--- src/umf_pkg.sv ---
/*
 * constants for the multidrop address filter block: register offsets,
 * field positions, reset values and cycle counts.
 * assumes a 32-bit axi4-lite register bus with byte addresses.
 */
package umf_pkg;
    // register byte offsets
    localparam logic [7:0] OFS_DATA = 8'h00;
    localparam logic [7:0] OFS_CSA = 8'h04;
    localparam logic [7:0] OFS_CSB = 8'h08;
    localparam logic [7:0] OFS_SHARED = 8'h0c;
    localparam logic [7:0] OFS_IRQ_STAT = 8'h10;
    localparam logic [7:0] OFS_IRQ_MASK = 8'h14;
    // ctrl_status_a fields
    localparam int CSA_RXC = 7;
    localparam int CSA_TXC = 6;
    localparam int CSA_AFE = 0;
    // ctrl_status_b fields
    localparam int CSB_SIZE2 = 2;
    localparam int CSB_RX9 = 1;
    localparam int CSB_TX9 = 0;
    // shared location fields
    localparam int SH_SEL = 7;
    localparam int FC_STOP = 3;
    localparam int FC_SIZE_LO = 1;
    // irq status bits
    localparam int IRQ_RX_STORE = 0;
    localparam int IRQ_RX_ADDR = 1;
    localparam int IRQ_TXC = 2;
    localparam int IRQ_DROP = 3;
    localparam int IRQ_W = 4;
    // reset values
    localparam logic [2:0] SIZE_RST = 3'h3;
    localparam logic [3:0] BAUD_HI_RST = 4'h0;
    localparam logic AFE_RST = 1'b0;
    // character size code for nine data bits
    localparam logic [2:0] SIZE_NINE = 3'h7;
    // window for the timed read of the shared location
    localparam logic [3:0] SEQ_WINDOW_CYCLES = 4'h8;
    // axi responses
    localparam logic [1:0] RESP_OKAY = 2'h0;
    localparam logic [1:0] RESP_SLVERR = 2'h2;
endpackage

--- src/umf_top.sv ---
/*
 * multidrop address filter for a serial receiver, the transmit frame
 * former, and the shared baud-high / frame-control location, behind an
 * axi4-lite slave.
 * assumes the bit-level receiver and transmitter sit on the same clock:
 * frames arrive as one-cycle pulses, completions return as pulses.
 */
// Summary of operation
// - filter on: data frames are dropped, never reach the receive buffer
// - transmit path ignores the filter enable entirely
// - five to eight bit characters: first stop bit is the frame type
// - nine bit characters: ninth bit is frame type, kept as rx_ninth_bit
// - frame type one means address frame, zero means data frame
// - filter on: address frames stored and flag set as usual
// - nine bit mode: tx_ninth_bit is sent as ninth data bit
// - one character size setting shared by transmit and receive
// - shared location write: bit 7 zero baud high, one frame control
// - shared read gives baud high, read right after gives frame control
// - transmit complete flag cleared by writing one or by irq ack
// - filter enable is bit 0 of ctrl_status_a, resets to zero
`timescale 1ns/1ns
`default_nettype none
module umf_top (
    input wire logic sys_clk_in,
    input wire logic resetn_in,
    input wire logic [7:0] s_axi_awaddr_in,
    input wire logic s_axi_awvalid_in,
    output logic s_axi_awready_out,
    input wire logic [31:0] s_axi_wdata_in,
    input wire logic [3:0] s_axi_wstrb_in,
    input wire logic s_axi_wvalid_in,
    output logic s_axi_wready_out,
    output logic [1:0] s_axi_bresp_out,
    output logic s_axi_bvalid_out,
    input wire logic s_axi_bready_in,
    input wire logic [7:0] s_axi_araddr_in,
    input wire logic s_axi_arvalid_in,
    output logic s_axi_arready_out,
    output logic [31:0] s_axi_rdata_out,
    output logic [1:0] s_axi_rresp_out,
    output logic s_axi_rvalid_out,
    input wire logic s_axi_rready_in,
    input wire logic rx_frame_valid_in,
    input wire logic [8:0] rx_frame_data_in,
    input wire logic rx_stop1_in,
    output logic tx_frame_valid_out,
    output logic [8:0] tx_frame_data_out,
    output logic [2:0] tx_char_size_out,
    output logic tx_stop_bits_out,
    input wire logic tx_done_in,
    input wire logic tx_irq_ack_in,
    output logic [3:0] baud_div_high_out,
    output logic irq_out
);
    logic addr_filter_enable;
    logic tx_ninth_bit;
    logic rx_ninth_bit;
    logic rx_complete_flag;
    logic tx_complete_flag;
    logic stop_bits_sel;
    logic [2:0] char_size_sel;
    logic [3:0] baud_div_high;
    logic [7:0] rx_data;
    localparam int IRQ_W_L = umf_pkg::IRQ_W;
    logic [IRQ_W_L-1:0] irq_stat;
    logic [IRQ_W_L-1:0] irq_mask;
    logic [7:0] aw_addr;
    logic [31:0] w_data;
    logic [3:0] w_strb;
    logic seq_armed;
    logic [3:0] seq_cnt;

    // one write at a time: both halves held until applied
    wire logic do_write = !s_axi_awready_out && !s_axi_wready_out && !s_axi_bvalid_out;
    wire logic wr_lo = do_write && w_strb[0];
    wire logic ar_take = s_axi_arvalid_in && s_axi_arready_out;
    wire logic wr_data = wr_lo && aw_addr == umf_pkg::OFS_DATA;
    wire logic wr_csa = wr_lo && aw_addr == umf_pkg::OFS_CSA;
    wire logic wr_csb = wr_lo && aw_addr == umf_pkg::OFS_CSB;
    wire logic wr_sh = wr_lo && aw_addr == umf_pkg::OFS_SHARED;
    wire logic wr_stat = wr_lo && aw_addr == umf_pkg::OFS_IRQ_STAT;
    wire logic wr_mask = wr_lo && aw_addr == umf_pkg::OFS_IRQ_MASK;
    wire logic rd_data = ar_take && s_axi_araddr_in == umf_pkg::OFS_DATA;
    wire logic rd_sh = ar_take && s_axi_araddr_in == umf_pkg::OFS_SHARED;
    wire logic size_nine = char_size_sel == umf_pkg::SIZE_NINE;
    // unused high bits of short characters read and send as zero
    wire logic [7:0] size_mask = 8'hff >> (2'h3 - char_size_sel[1:0]);
    wire logic [7:0] frame_ctrl = {1'b1, 3'h0, stop_bits_sel, char_size_sel[1:0], 1'b0};

    wire logic frame_type = size_nine ? rx_frame_data_in[8] : rx_stop1_in;
    wire logic frame_is_addr = frame_type;
    // data frames dropped only while filtering
    wire logic rx_store = rx_frame_valid_in && (!addr_filter_enable || frame_is_addr);
    wire logic rx_drop = rx_frame_valid_in && !rx_store;

    function automatic logic mapped(input logic [7:0] a);
        mapped = a == umf_pkg::OFS_DATA || a == umf_pkg::OFS_CSA || a == umf_pkg::OFS_CSB ||
                 a == umf_pkg::OFS_SHARED || a == umf_pkg::OFS_IRQ_STAT || a == umf_pkg::OFS_IRQ_MASK;
    endfunction

    // write address and data channels, taken in either order
    always_ff @(posedge sys_clk_in or negedge resetn_in) begin
        if (!resetn_in) begin
            s_axi_awready_out <= 1'b1;
            s_axi_wready_out <= 1'b1;
            aw_addr <= 8'h00;
            w_data <= 32'h0;
            w_strb <= 4'h0;
        end else begin
            if (s_axi_awvalid_in && s_axi_awready_out) begin
                aw_addr <= s_axi_awaddr_in;
                s_axi_awready_out <= 1'b0;
            end else if (do_write) begin
                s_axi_awready_out <= 1'b1;
            end
            if (s_axi_wvalid_in && s_axi_wready_out) begin
                w_data <= s_axi_wdata_in;
                w_strb <= s_axi_wstrb_in;
                s_axi_wready_out <= 1'b0;
            end else if (do_write) begin
                s_axi_wready_out <= 1'b1;
            end
        end
    end

    // write response, error for unmapped offsets
    always_ff @(posedge sys_clk_in or negedge resetn_in) begin
        if (!resetn_in) begin
            s_axi_bvalid_out <= 1'b0;
            s_axi_bresp_out <= umf_pkg::RESP_OKAY;
        end else if (do_write) begin
            s_axi_bvalid_out <= 1'b1;
            s_axi_bresp_out <= mapped(aw_addr) ? umf_pkg::RESP_OKAY : umf_pkg::RESP_SLVERR;
        end else if (s_axi_bready_in) begin
            s_axi_bvalid_out <= 1'b0;
        end
    end

    // timed read sequence; window keeps a stale first read from arming forever
    always_ff @(posedge sys_clk_in or negedge resetn_in) begin
        if (!resetn_in) begin
            seq_armed <= 1'b0;
            seq_cnt <= 4'h0;
        end else if (rd_sh && !seq_armed) begin
            seq_armed <= 1'b1;
            seq_cnt <= 4'h0;
        end else if (ar_take || do_write || seq_cnt == umf_pkg::SEQ_WINDOW_CYCLES) begin
            seq_armed <= 1'b0;
        end else if (seq_armed) begin
            seq_cnt <= seq_cnt + 4'h1;
        end
    end

    // read channel, answer one cycle after the address is taken
    always_ff @(posedge sys_clk_in or negedge resetn_in) begin
        if (!resetn_in) begin
            s_axi_arready_out <= 1'b1;
            s_axi_rvalid_out <= 1'b0;
            s_axi_rdata_out <= 32'h0;
            s_axi_rresp_out <= umf_pkg::RESP_OKAY;
        end else if (ar_take) begin
            s_axi_arready_out <= 1'b0;
            s_axi_rvalid_out <= 1'b1;
            s_axi_rresp_out <= mapped(s_axi_araddr_in) ? umf_pkg::RESP_OKAY : umf_pkg::RESP_SLVERR;
            case (s_axi_araddr_in)
                umf_pkg::OFS_DATA: s_axi_rdata_out <= {24'h0, rx_data};
                umf_pkg::OFS_CSA: s_axi_rdata_out <= {24'h0, rx_complete_flag, tx_complete_flag, 5'h0, addr_filter_enable};
                umf_pkg::OFS_CSB: s_axi_rdata_out <= {29'h0, char_size_sel[2], rx_ninth_bit, tx_ninth_bit};
                // second read in the sequence sees frame control
                umf_pkg::OFS_SHARED: s_axi_rdata_out <= {24'h0, seq_armed ? frame_ctrl : {4'h0, baud_div_high}};
                umf_pkg::OFS_IRQ_STAT: s_axi_rdata_out <= {28'h0, irq_stat};
                umf_pkg::OFS_IRQ_MASK: s_axi_rdata_out <= {28'h0, irq_mask};
                default: s_axi_rdata_out <= 32'h0;
            endcase
        end else if (s_axi_rvalid_out && s_axi_rready_in) begin
            s_axi_rvalid_out <= 1'b0;
            s_axi_arready_out <= 1'b1;
        end
    end

    // filter enable at bit 0, cleared by reset
    always_ff @(posedge sys_clk_in or negedge resetn_in) begin
        if (!resetn_in) begin
            addr_filter_enable <= umf_pkg::AFE_RST;
        end else if (wr_csa) begin
            addr_filter_enable <= w_data[umf_pkg::CSA_AFE];
        end
    end

    // bit 7 picks the destination of a shared write
    always_ff @(posedge sys_clk_in or negedge resetn_in) begin
        if (!resetn_in) begin
            baud_div_high <= umf_pkg::BAUD_HI_RST;
            stop_bits_sel <= 1'b0;
            char_size_sel <= umf_pkg::SIZE_RST;
            tx_ninth_bit <= 1'b0;
        end else begin
            if (wr_sh && !w_data[umf_pkg::SH_SEL]) begin
                baud_div_high <= w_data[3:0];
            end else if (wr_sh) begin
                stop_bits_sel <= w_data[umf_pkg::FC_STOP];
                char_size_sel[1:0] <= w_data[umf_pkg::FC_SIZE_LO +: 2];
            end
            if (wr_csb) begin
                char_size_sel[2] <= w_data[umf_pkg::CSB_SIZE2];
                tx_ninth_bit <= w_data[umf_pkg::CSB_TX9];
            end
        end
    end

    // receive buffer; a store in the cycle of a pop keeps the flag set
    always_ff @(posedge sys_clk_in or negedge resetn_in) begin
        if (!resetn_in) begin
            rx_data <= 8'h00;
            rx_ninth_bit <= 1'b0;
            rx_complete_flag <= 1'b0;
        end else if (rx_store) begin
            rx_data <= rx_frame_data_in[7:0] & size_mask;
            rx_ninth_bit <= size_nine & rx_frame_data_in[8];
            rx_complete_flag <= 1'b1;
        end else if (rd_data) begin
            rx_complete_flag <= 1'b0;
        end
    end

    // transmit complete: set wins over write-one and irq ack
    always_ff @(posedge sys_clk_in or negedge resetn_in) begin
        if (!resetn_in) begin
            tx_complete_flag <= 1'b0;
        end else if (tx_done_in) begin
            tx_complete_flag <= 1'b1;
        end else if (tx_irq_ack_in || (wr_csa && w_data[umf_pkg::CSA_TXC])) begin
            tx_complete_flag <= 1'b0;
        end
    end

    // transmit frame former, no filter term in it
    always_ff @(posedge sys_clk_in or negedge resetn_in) begin
        if (!resetn_in) begin
            tx_frame_valid_out <= 1'b0;
            tx_frame_data_out <= 9'h000;
        end else begin
            tx_frame_valid_out <= wr_data;
            if (wr_data) begin
                tx_frame_data_out <= {size_nine & tx_ninth_bit, w_data[7:0] & size_mask};
            end
        end
    end

    // one size setting drives both directions
    always_ff @(posedge sys_clk_in or negedge resetn_in) begin
        if (!resetn_in) begin
            tx_char_size_out <= umf_pkg::SIZE_RST;
            tx_stop_bits_out <= 1'b0;
            baud_div_high_out <= umf_pkg::BAUD_HI_RST;
        end else begin
            tx_char_size_out <= char_size_sel;
            tx_stop_bits_out <= stop_bits_sel;
            baud_div_high_out <= baud_div_high;
        end
    end

    // sticky event bits, write one to clear, new event wins
    always_ff @(posedge sys_clk_in or negedge resetn_in) begin
        if (!resetn_in) begin
            irq_stat <= '0;
            irq_mask <= '0;
            irq_out <= 1'b0;
        end else begin
            irq_stat <= (irq_stat & ~(wr_stat ? w_data[IRQ_W_L-1:0] : '0)) |
                        {rx_drop, tx_done_in, rx_store && frame_is_addr, rx_store};
            if (wr_mask) begin
                irq_mask <= w_data[IRQ_W_L-1:0];
            end
            irq_out <= |(irq_stat & irq_mask);
        end
    end
endmodule
`default_nettype wire

--- config.mk ---
export PLATFORM = sky130hd
export DESIGN_NAME = umf_top
export DESIGN_NICKNAME = d
export VERILOG_FILES = /design/src/umf_pkg.sv /design/src/umf_top.sv
export SDC_FILE = /design/constraint.sdc
export NUM_CORES = 1
export LEC_CHECK = 0
export BUFFER_PORTS_ARGS = -buffer_cell sky130_fd_sc_hd__clkbuf_2
export CAP_MARGIN = 20
export CORE_AREA = 8 8 100 147
export CTS_CLUSTER_DIAMETER = 40
export DETAILED_ROUTE_END_ITERATION = 10
export DIE_AREA = 0 0 108 155
export PLACE_DENSITY = 0.65
export SKIP_LAST_GASP = 1
export SYNTH_ARGS = -nofsm -noshare
export SYNTH_HDL_FRONTEND = slang
export SYNTH_SLANG_ARGS = --single-unit
--- constraint.sdc ---
create_clock -name sys_clk_in -period 1.9 [get_ports sys_clk_in]
set_input_delay 0.285 -clock sys_clk_in [delete_from_list [all_inputs] [get_ports sys_clk_in]]
set_output_delay 0.285 -clock sys_clk_in [all_outputs]
set_load 0.02 [all_outputs]
# Yosys cells after proc, flatten, opt, wreduce, memory -nomap -nowiden
# Cells that the tools add are included.
# W data, S select, Z words.
# word_totals
ff_bits,111
in_bits,72
out_inout_bits,60
elab_cells,135
# op_classes
add_sub_neg,2
n_eq_ne,13
n_shift,1
mux,24
bitwise_logic,9
reduce_logical,55
# ops
operator,n
$pmux W8 S6,1
$eq A8 B4 Y1 const B,4
$eq A8 B5 Y1 const B,4
$logic_and A1 B1 Y1,21
$and A8 B8 Y8,2
$eq A8 B3 Y1 const B,2
$logic_not A8 Y1,2
$mux W1,16
$mux W4,4
$reduce_bool A2 Y1,8
$logic_or A1 B1 Y1,14
$and A4 B4 Y4,2
$mux W8,1
$shr A8 B2 Y8 const A,1
$logic_not A1 Y1,7
$add A4 B1 Y4 const B,1
$eq A4 B4 Y1 const B,1
$mux W2,2
$not A4 Y4,1
$or A4 B4 Y4,1
$reduce_and A2 Y1,2
$reduce_or A4 Y1,1
$eq A3 B3 Y1 const B,1
$and A1 B1 Y1,2
other kinds (3),3

# Depth between registers and ports, before layout
# logic_depth
depth_word,9
ltp_mapped,6
depth_no_buf,6

# Worst setup path after synthesis
# Ideal clock, no wire load.
# synth_timing
path_type,register to register
from,register char_size_sel[1]
to,register rx_data[1]
setup_time_ns,0.125
t_arrival_ns,1.959
t_required_ns,1.775
path_slack_ns,-0.184
path_stages_with_launch,7
n_path_buf,2
synth_period_minus_slack_ns,2.084
cell_sequence,dfstp_2 -> buf_2 -> and3_1 -> mux2_2 -> o21ai_0 -> buf_2 -> mux2_2
# synth_between
elab_chain_len,4
word_cells_on_any_way,7
classes_between,add/sub: 1; eq/ne: 1; shift: 1; mux: 1; bitwise: 1; reduce/logical: 2
# synth_lines
element,line_no,text
from (decl),umf_top.sv:61,logic [2:0] char_size_sel;
from (signal assigned),umf_top.sv:195,char_size_sel <= umf_pkg::SIZE_RST;
from (signal assigned),umf_top.sv:202,char_size_sel[1:0] <= w_data[umf_pkg::FC_SIZE_LO +: 2];
"parallel branches: the longest is 4 deep, another holds $sub A2 B2 Y2",--,
to (signal assigned),umf_top.sv:218,rx_data <= rx_frame_data_in[7:0] & size_mask;
to (decl),umf_top.sv:63,logic [7:0] rx_data;
# Parallel ways; which one is timed is not known.
# A chain may end at the register's enable or synchronous reset.

# Worst setup path after layout
# layout_timing
from,register aw_addr[0]
to,register baud_div_high[3]
# layout_between
elab_chain_len,3
# layout_lines
element,line_no,text
from (decl),umf_top.sv:67,logic [7:0] aw_addr;
from (signal assigned),umf_top.sv:111,aw_addr <= s_axi_awaddr_in;
$eq A8 B4 Y1,umf_top.sv:80,wire logic wr_sh = wr_lo && aw_addr == umf_pkg::OFS_SHARED;
$logic_and A1 B1 Y1,umf_top.sv:80,
$logic_and A1 B1 Y1,umf_top.sv:198,if (wr_sh && !w_data[umf_pkg::SH_SEL]) begin
to (signal assigned),umf_top.sv:193,baud_div_high <= umf_pkg::BAUD_HI_RST;
to (signal assigned),umf_top.sv:199,baud_div_high <= w_data[3:0];
to (decl),umf_top.sv:62,logic [3:0] baud_div_high;
# No other way between the ends.

==> summary.txt <==
====================================================================================
TritonCTS buffer count ................................................            9
Metal1 wirelength .....................................................      3430 um
Delay of the slowest critical-path stage ..............................       420 ps
Result of the run ..................................................... finished clean
Cell count of the worst reg-to-reg path ...............................            5
CTS clock-pin slew for the worst setup and hold paths .................        60 ps
Launching element type of the critical path ...........................     register
Finish-stage setup viols ..............................................            0
Synth area leader .....................................................      dfrtp_1
Setup WS pre-CTS ......................................................      -112 ps
Worst R2R Setup Slack .................................................        10 ps
Vias ..................................................................         2737
RSZ-0062 raised after global routing ..................................         true
Number of flops mapped to enable cells by yosys .......................            0
Endpoint arrival time on the critical path ............................      2100 ps
Number of standard cells after synthesis ..............................          308
Cell types occupying the most area after synthesis .................... dfrtp_1 (52%), mux2_2 (12%), buf_4 (5.2%), dfstp_2 (4.9%), o21ai_0 (2.8%)
Initial Utilization ...................................................        0.298
Critical path fanouts, max ............................................            5
CP Class ..............................................................      reg2reg
Clock buffer depth ....................................................            2
Top library cells by usage in the layout, fill and taps aside ......... dfrtp_1 (78), clkbuf_2 (77), mux2_2 (34)
Yosys warning count ...................................................            0
Total overflow reported by the global router ..........................            0
Via count of the first global-routing pass ............................         2899
Global-route usage over all layers ....................................        0.115
Maximum ir drop on the vdd rail .......................................     0.447 mV
Layout cells sized above 1 ............................................        0.442
Ratio of routed vias to standard cells ................................         4.74
Hold WS ...............................................................       123 ps
Chip width ............................................................       108 um
Number of rows in the core area .......................................           51
Most common cell after layout, fill and taps aside ....................      dfrtp_1
Core box area .........................................................   12700 um^2
Post-layout nets ......................................................          488
Number of placed instances, taps included .............................          559
Origin of the critical flop-to-flop path ..............................   aw_addr[0]
Clock sink total ......................................................           85
Final routed DRC violation total ......................................            0
Summed instance area of the synthesized netlist .......................    3780 um^2
Critical path's top delay family ...................................... simple AND/OR/NAND/NOR gates
Non-filler cells in the finished layout ...............................          578
Most instantiated flip-flop cell in the synthesis netlist .............      dfrtp_1
Number of flip-flops and latches in the synthesized netlist ...........           85
Total power divided by cell area ...................................... 1180 nW/um^2
Number of detailed-route iterations in the first pass .................            4
Startpoint of the most critical hold path ............................. s_axi_awvalid_in
Hold Path Stages ......................................................            2
Post-synthesis area per instance ......................................    12.3 um^2
Die Y .................................................................       155 um
Ports placed on the boundary ..........................................          132
Number of antenna violations at the first check in global routing .....            0
Hold Path End ......................................................... s_axi_awready_out
Area of combinational cells with multiple inputs ......................    1510 um^2
Met3 wire length ......................................................       770 um
Port-buffer cells .....................................................           78
Clock skew after layout ...............................................      7.88 ps
Clock root buffer master ..............................................    clkbuf_16
Cell leakage power ....................................................   0.00235 uW
Uppermost signal routing layer after detailed routing .................         met4
Post-route cell area ..................................................    4840 um^2
Number of antenna cells inserted ......................................            0
Cell at the slowest stage of the critical path ........................       or3b_4
Endpoint of the worst-slack reg-to-reg timing path .................... baud_div_high[3]
Largest net degree at the start of global routing .....................           54
WP buf/inv ............................................................            1
Overall die area ......................................................   16700 um^2
Weighted congestion at the end of routability-driven global placement .        0.774
Fraction of synthesized cell area taken by the top area cell type .....        0.516
Count of fill cells added during filler insertion .....................         1250
Post-place instance area ..............................................    4450 um^2
Part of the cycle the worst path needs ................................        0.994
Sequential cell area ..................................................    2140 um^2
Worst min-delay path category .........................................       in2reg
Level count of the clock H-tree .......................................            3
WL final ..............................................................      9440 um
Part of the Yosys area used for sequential elements ...................        0.565
Ordered list of cells on the worst path ............................... or3b_4 -> buf_12 -> nor3_4 -> nand4b_1 -> mux2_2
Area growth, synth to finish ..........................................        28.1%
Average wire length per cell after detail routing .....................      16.3 um
Final Hold Fails ......................................................            0
Met2 routed WL ........................................................      5090 um
Insertion delay of the later-clocked pin in the worst-skew pair .......       330 ps
Achievable Freq .......................................................      529 MHz
Accumulated negative setup slack ......................................         0 ps
Antenna-violating nets left ...........................................            0
Worst Slack Setup Final ...............................................      10.9 ps
Number of max-cap violations ..........................................            0
Critical Path Sink Type ...............................................     register
Estimated wirelength of the detail-placed design ......................      7360 um
Wire length of the first global-routing pass ..........................     15000 um
Required arrival time at the worst endpoint ...........................      2110 ps
Count of distinct cell types in the synthesized netlist ...............           49
Number of pins exceeding their max-slew limit in the final report .....            0
Violation count after the first detailed-routing iteration ............           99
FFs w/ async S/R, synth ...............................................         1.00
Clock tree from TritonCTS .............................................         done
Final critical delay including setup and external delays ..............      1890 ps
====================================================================================
power breakdown:
| part | switching [uW] | internal (uW) |
|---|---|---|
| sequential | 286 | 2190 |
| combinational | 736 | 712 |
| clock | 690 | 1090 |
flip-flops by register name, indices dropped and copies added, names as in the netlist, 8 cells and up:
signal and cells:
w_data 8, s_axi_rdata_out 8, tx_frame_data_out 9, rx_data 8
aw_addr 8
worst max-delay path by stage:
stage	from	to	slack, ps	cells after the start
floorplan	s_axi_bvalid_out	tx_frame_data_out[0]	8	4
global placement	s_axi_wready_out	irq_stat[3]	-150	7
detailed placement	s_axi_wready_out	irq_stat[3]	-110	7
CTS	s_axi_wready_out	irq_stat[3]	-20	7
global route	aw_addr[0]	baud_div_high[3]	-60	5
finish	aw_addr[0]	baud_div_high[3]	10	5
routing by layer:
layer / global-route usage / vias up
li1: - / 1259
met5: 0 / -
met2: 0.205 / 87
met4: 0.0432 / 0
met3: 0.0385 / 11
met1: 0.120 / 1380
cells in the mapped netlist (all sizes together), types with 2 or more instances:
library cell and count:
a2111oi 3, a21oi 5, a221o 2, a22o 4
a22oi 3, and4 2, buf 31, clkbuf 6
dfrtp 78, dfstp 7, ha 2, inv 11
mux2 42, mux2i 9, nand2 26, nand2b 3
nand3 10, nand3b 2, nand4 2, nand4b 2
nor2 6, nor4 4, o21ai 21, o2bb2ai 3
o41ai 2, or3 3, or3b 3
through the flow:
stage	utilization	total power, uW
final	0.381	5700
after global routing	0.381	6010
after CTS	0.379	5750
after detailed placement	0.350	3900
after global placement	0.350	3820
after floorplan	-	3240
layout make-up:
type                            count  area share
Tap cell                          159      0.0411
Sequential cell                    85       0.441
Multi-Input combinational cell    200       0.312
Clock buffer                       11      0.0522
Timing Repair Buffer              107       0.133
Clock inverter                      5      0.0121
Inverter                           11     0.00853
repair_timing:
item	4_1_cts	5_1_grt
pin swaps	4	6
resized for setup	6	7
cloned	0	0
setup buffers	1	1
setup endpoints to repair	20	19
hold buffers	1	0
endpoints found under the hold margin	26	0
cells by family (layout without fill, tap and decap cells):
group | count (synthesis) | after routing | synth area share
AND/OR/NAND/NOR | 71 | 71 | 0.106
multiplexers | 52 | 52 | 0.158
buffers and inverters | 48 | 134 | 0.0765
XOR/XNOR | 1 | 1 | 0.00232
AO/OA/AOI/OAI | 48 | 48 | 0.0844
flip-flops | 85 | 85 | 0.565
adder cells (fa/ha/maj) | 2 | 2 | 0.00662
other | 1 | 26 | 0.000992
worst register-to-register path, cell delays in order, from the launching register on:
cell and delay [ps]:
dfrtp_1 380, or3b_4 420, buf_12 140, nor3_4 240, nand4b_1 260, mux2_2 340
(Power assumes the default switching activity.)
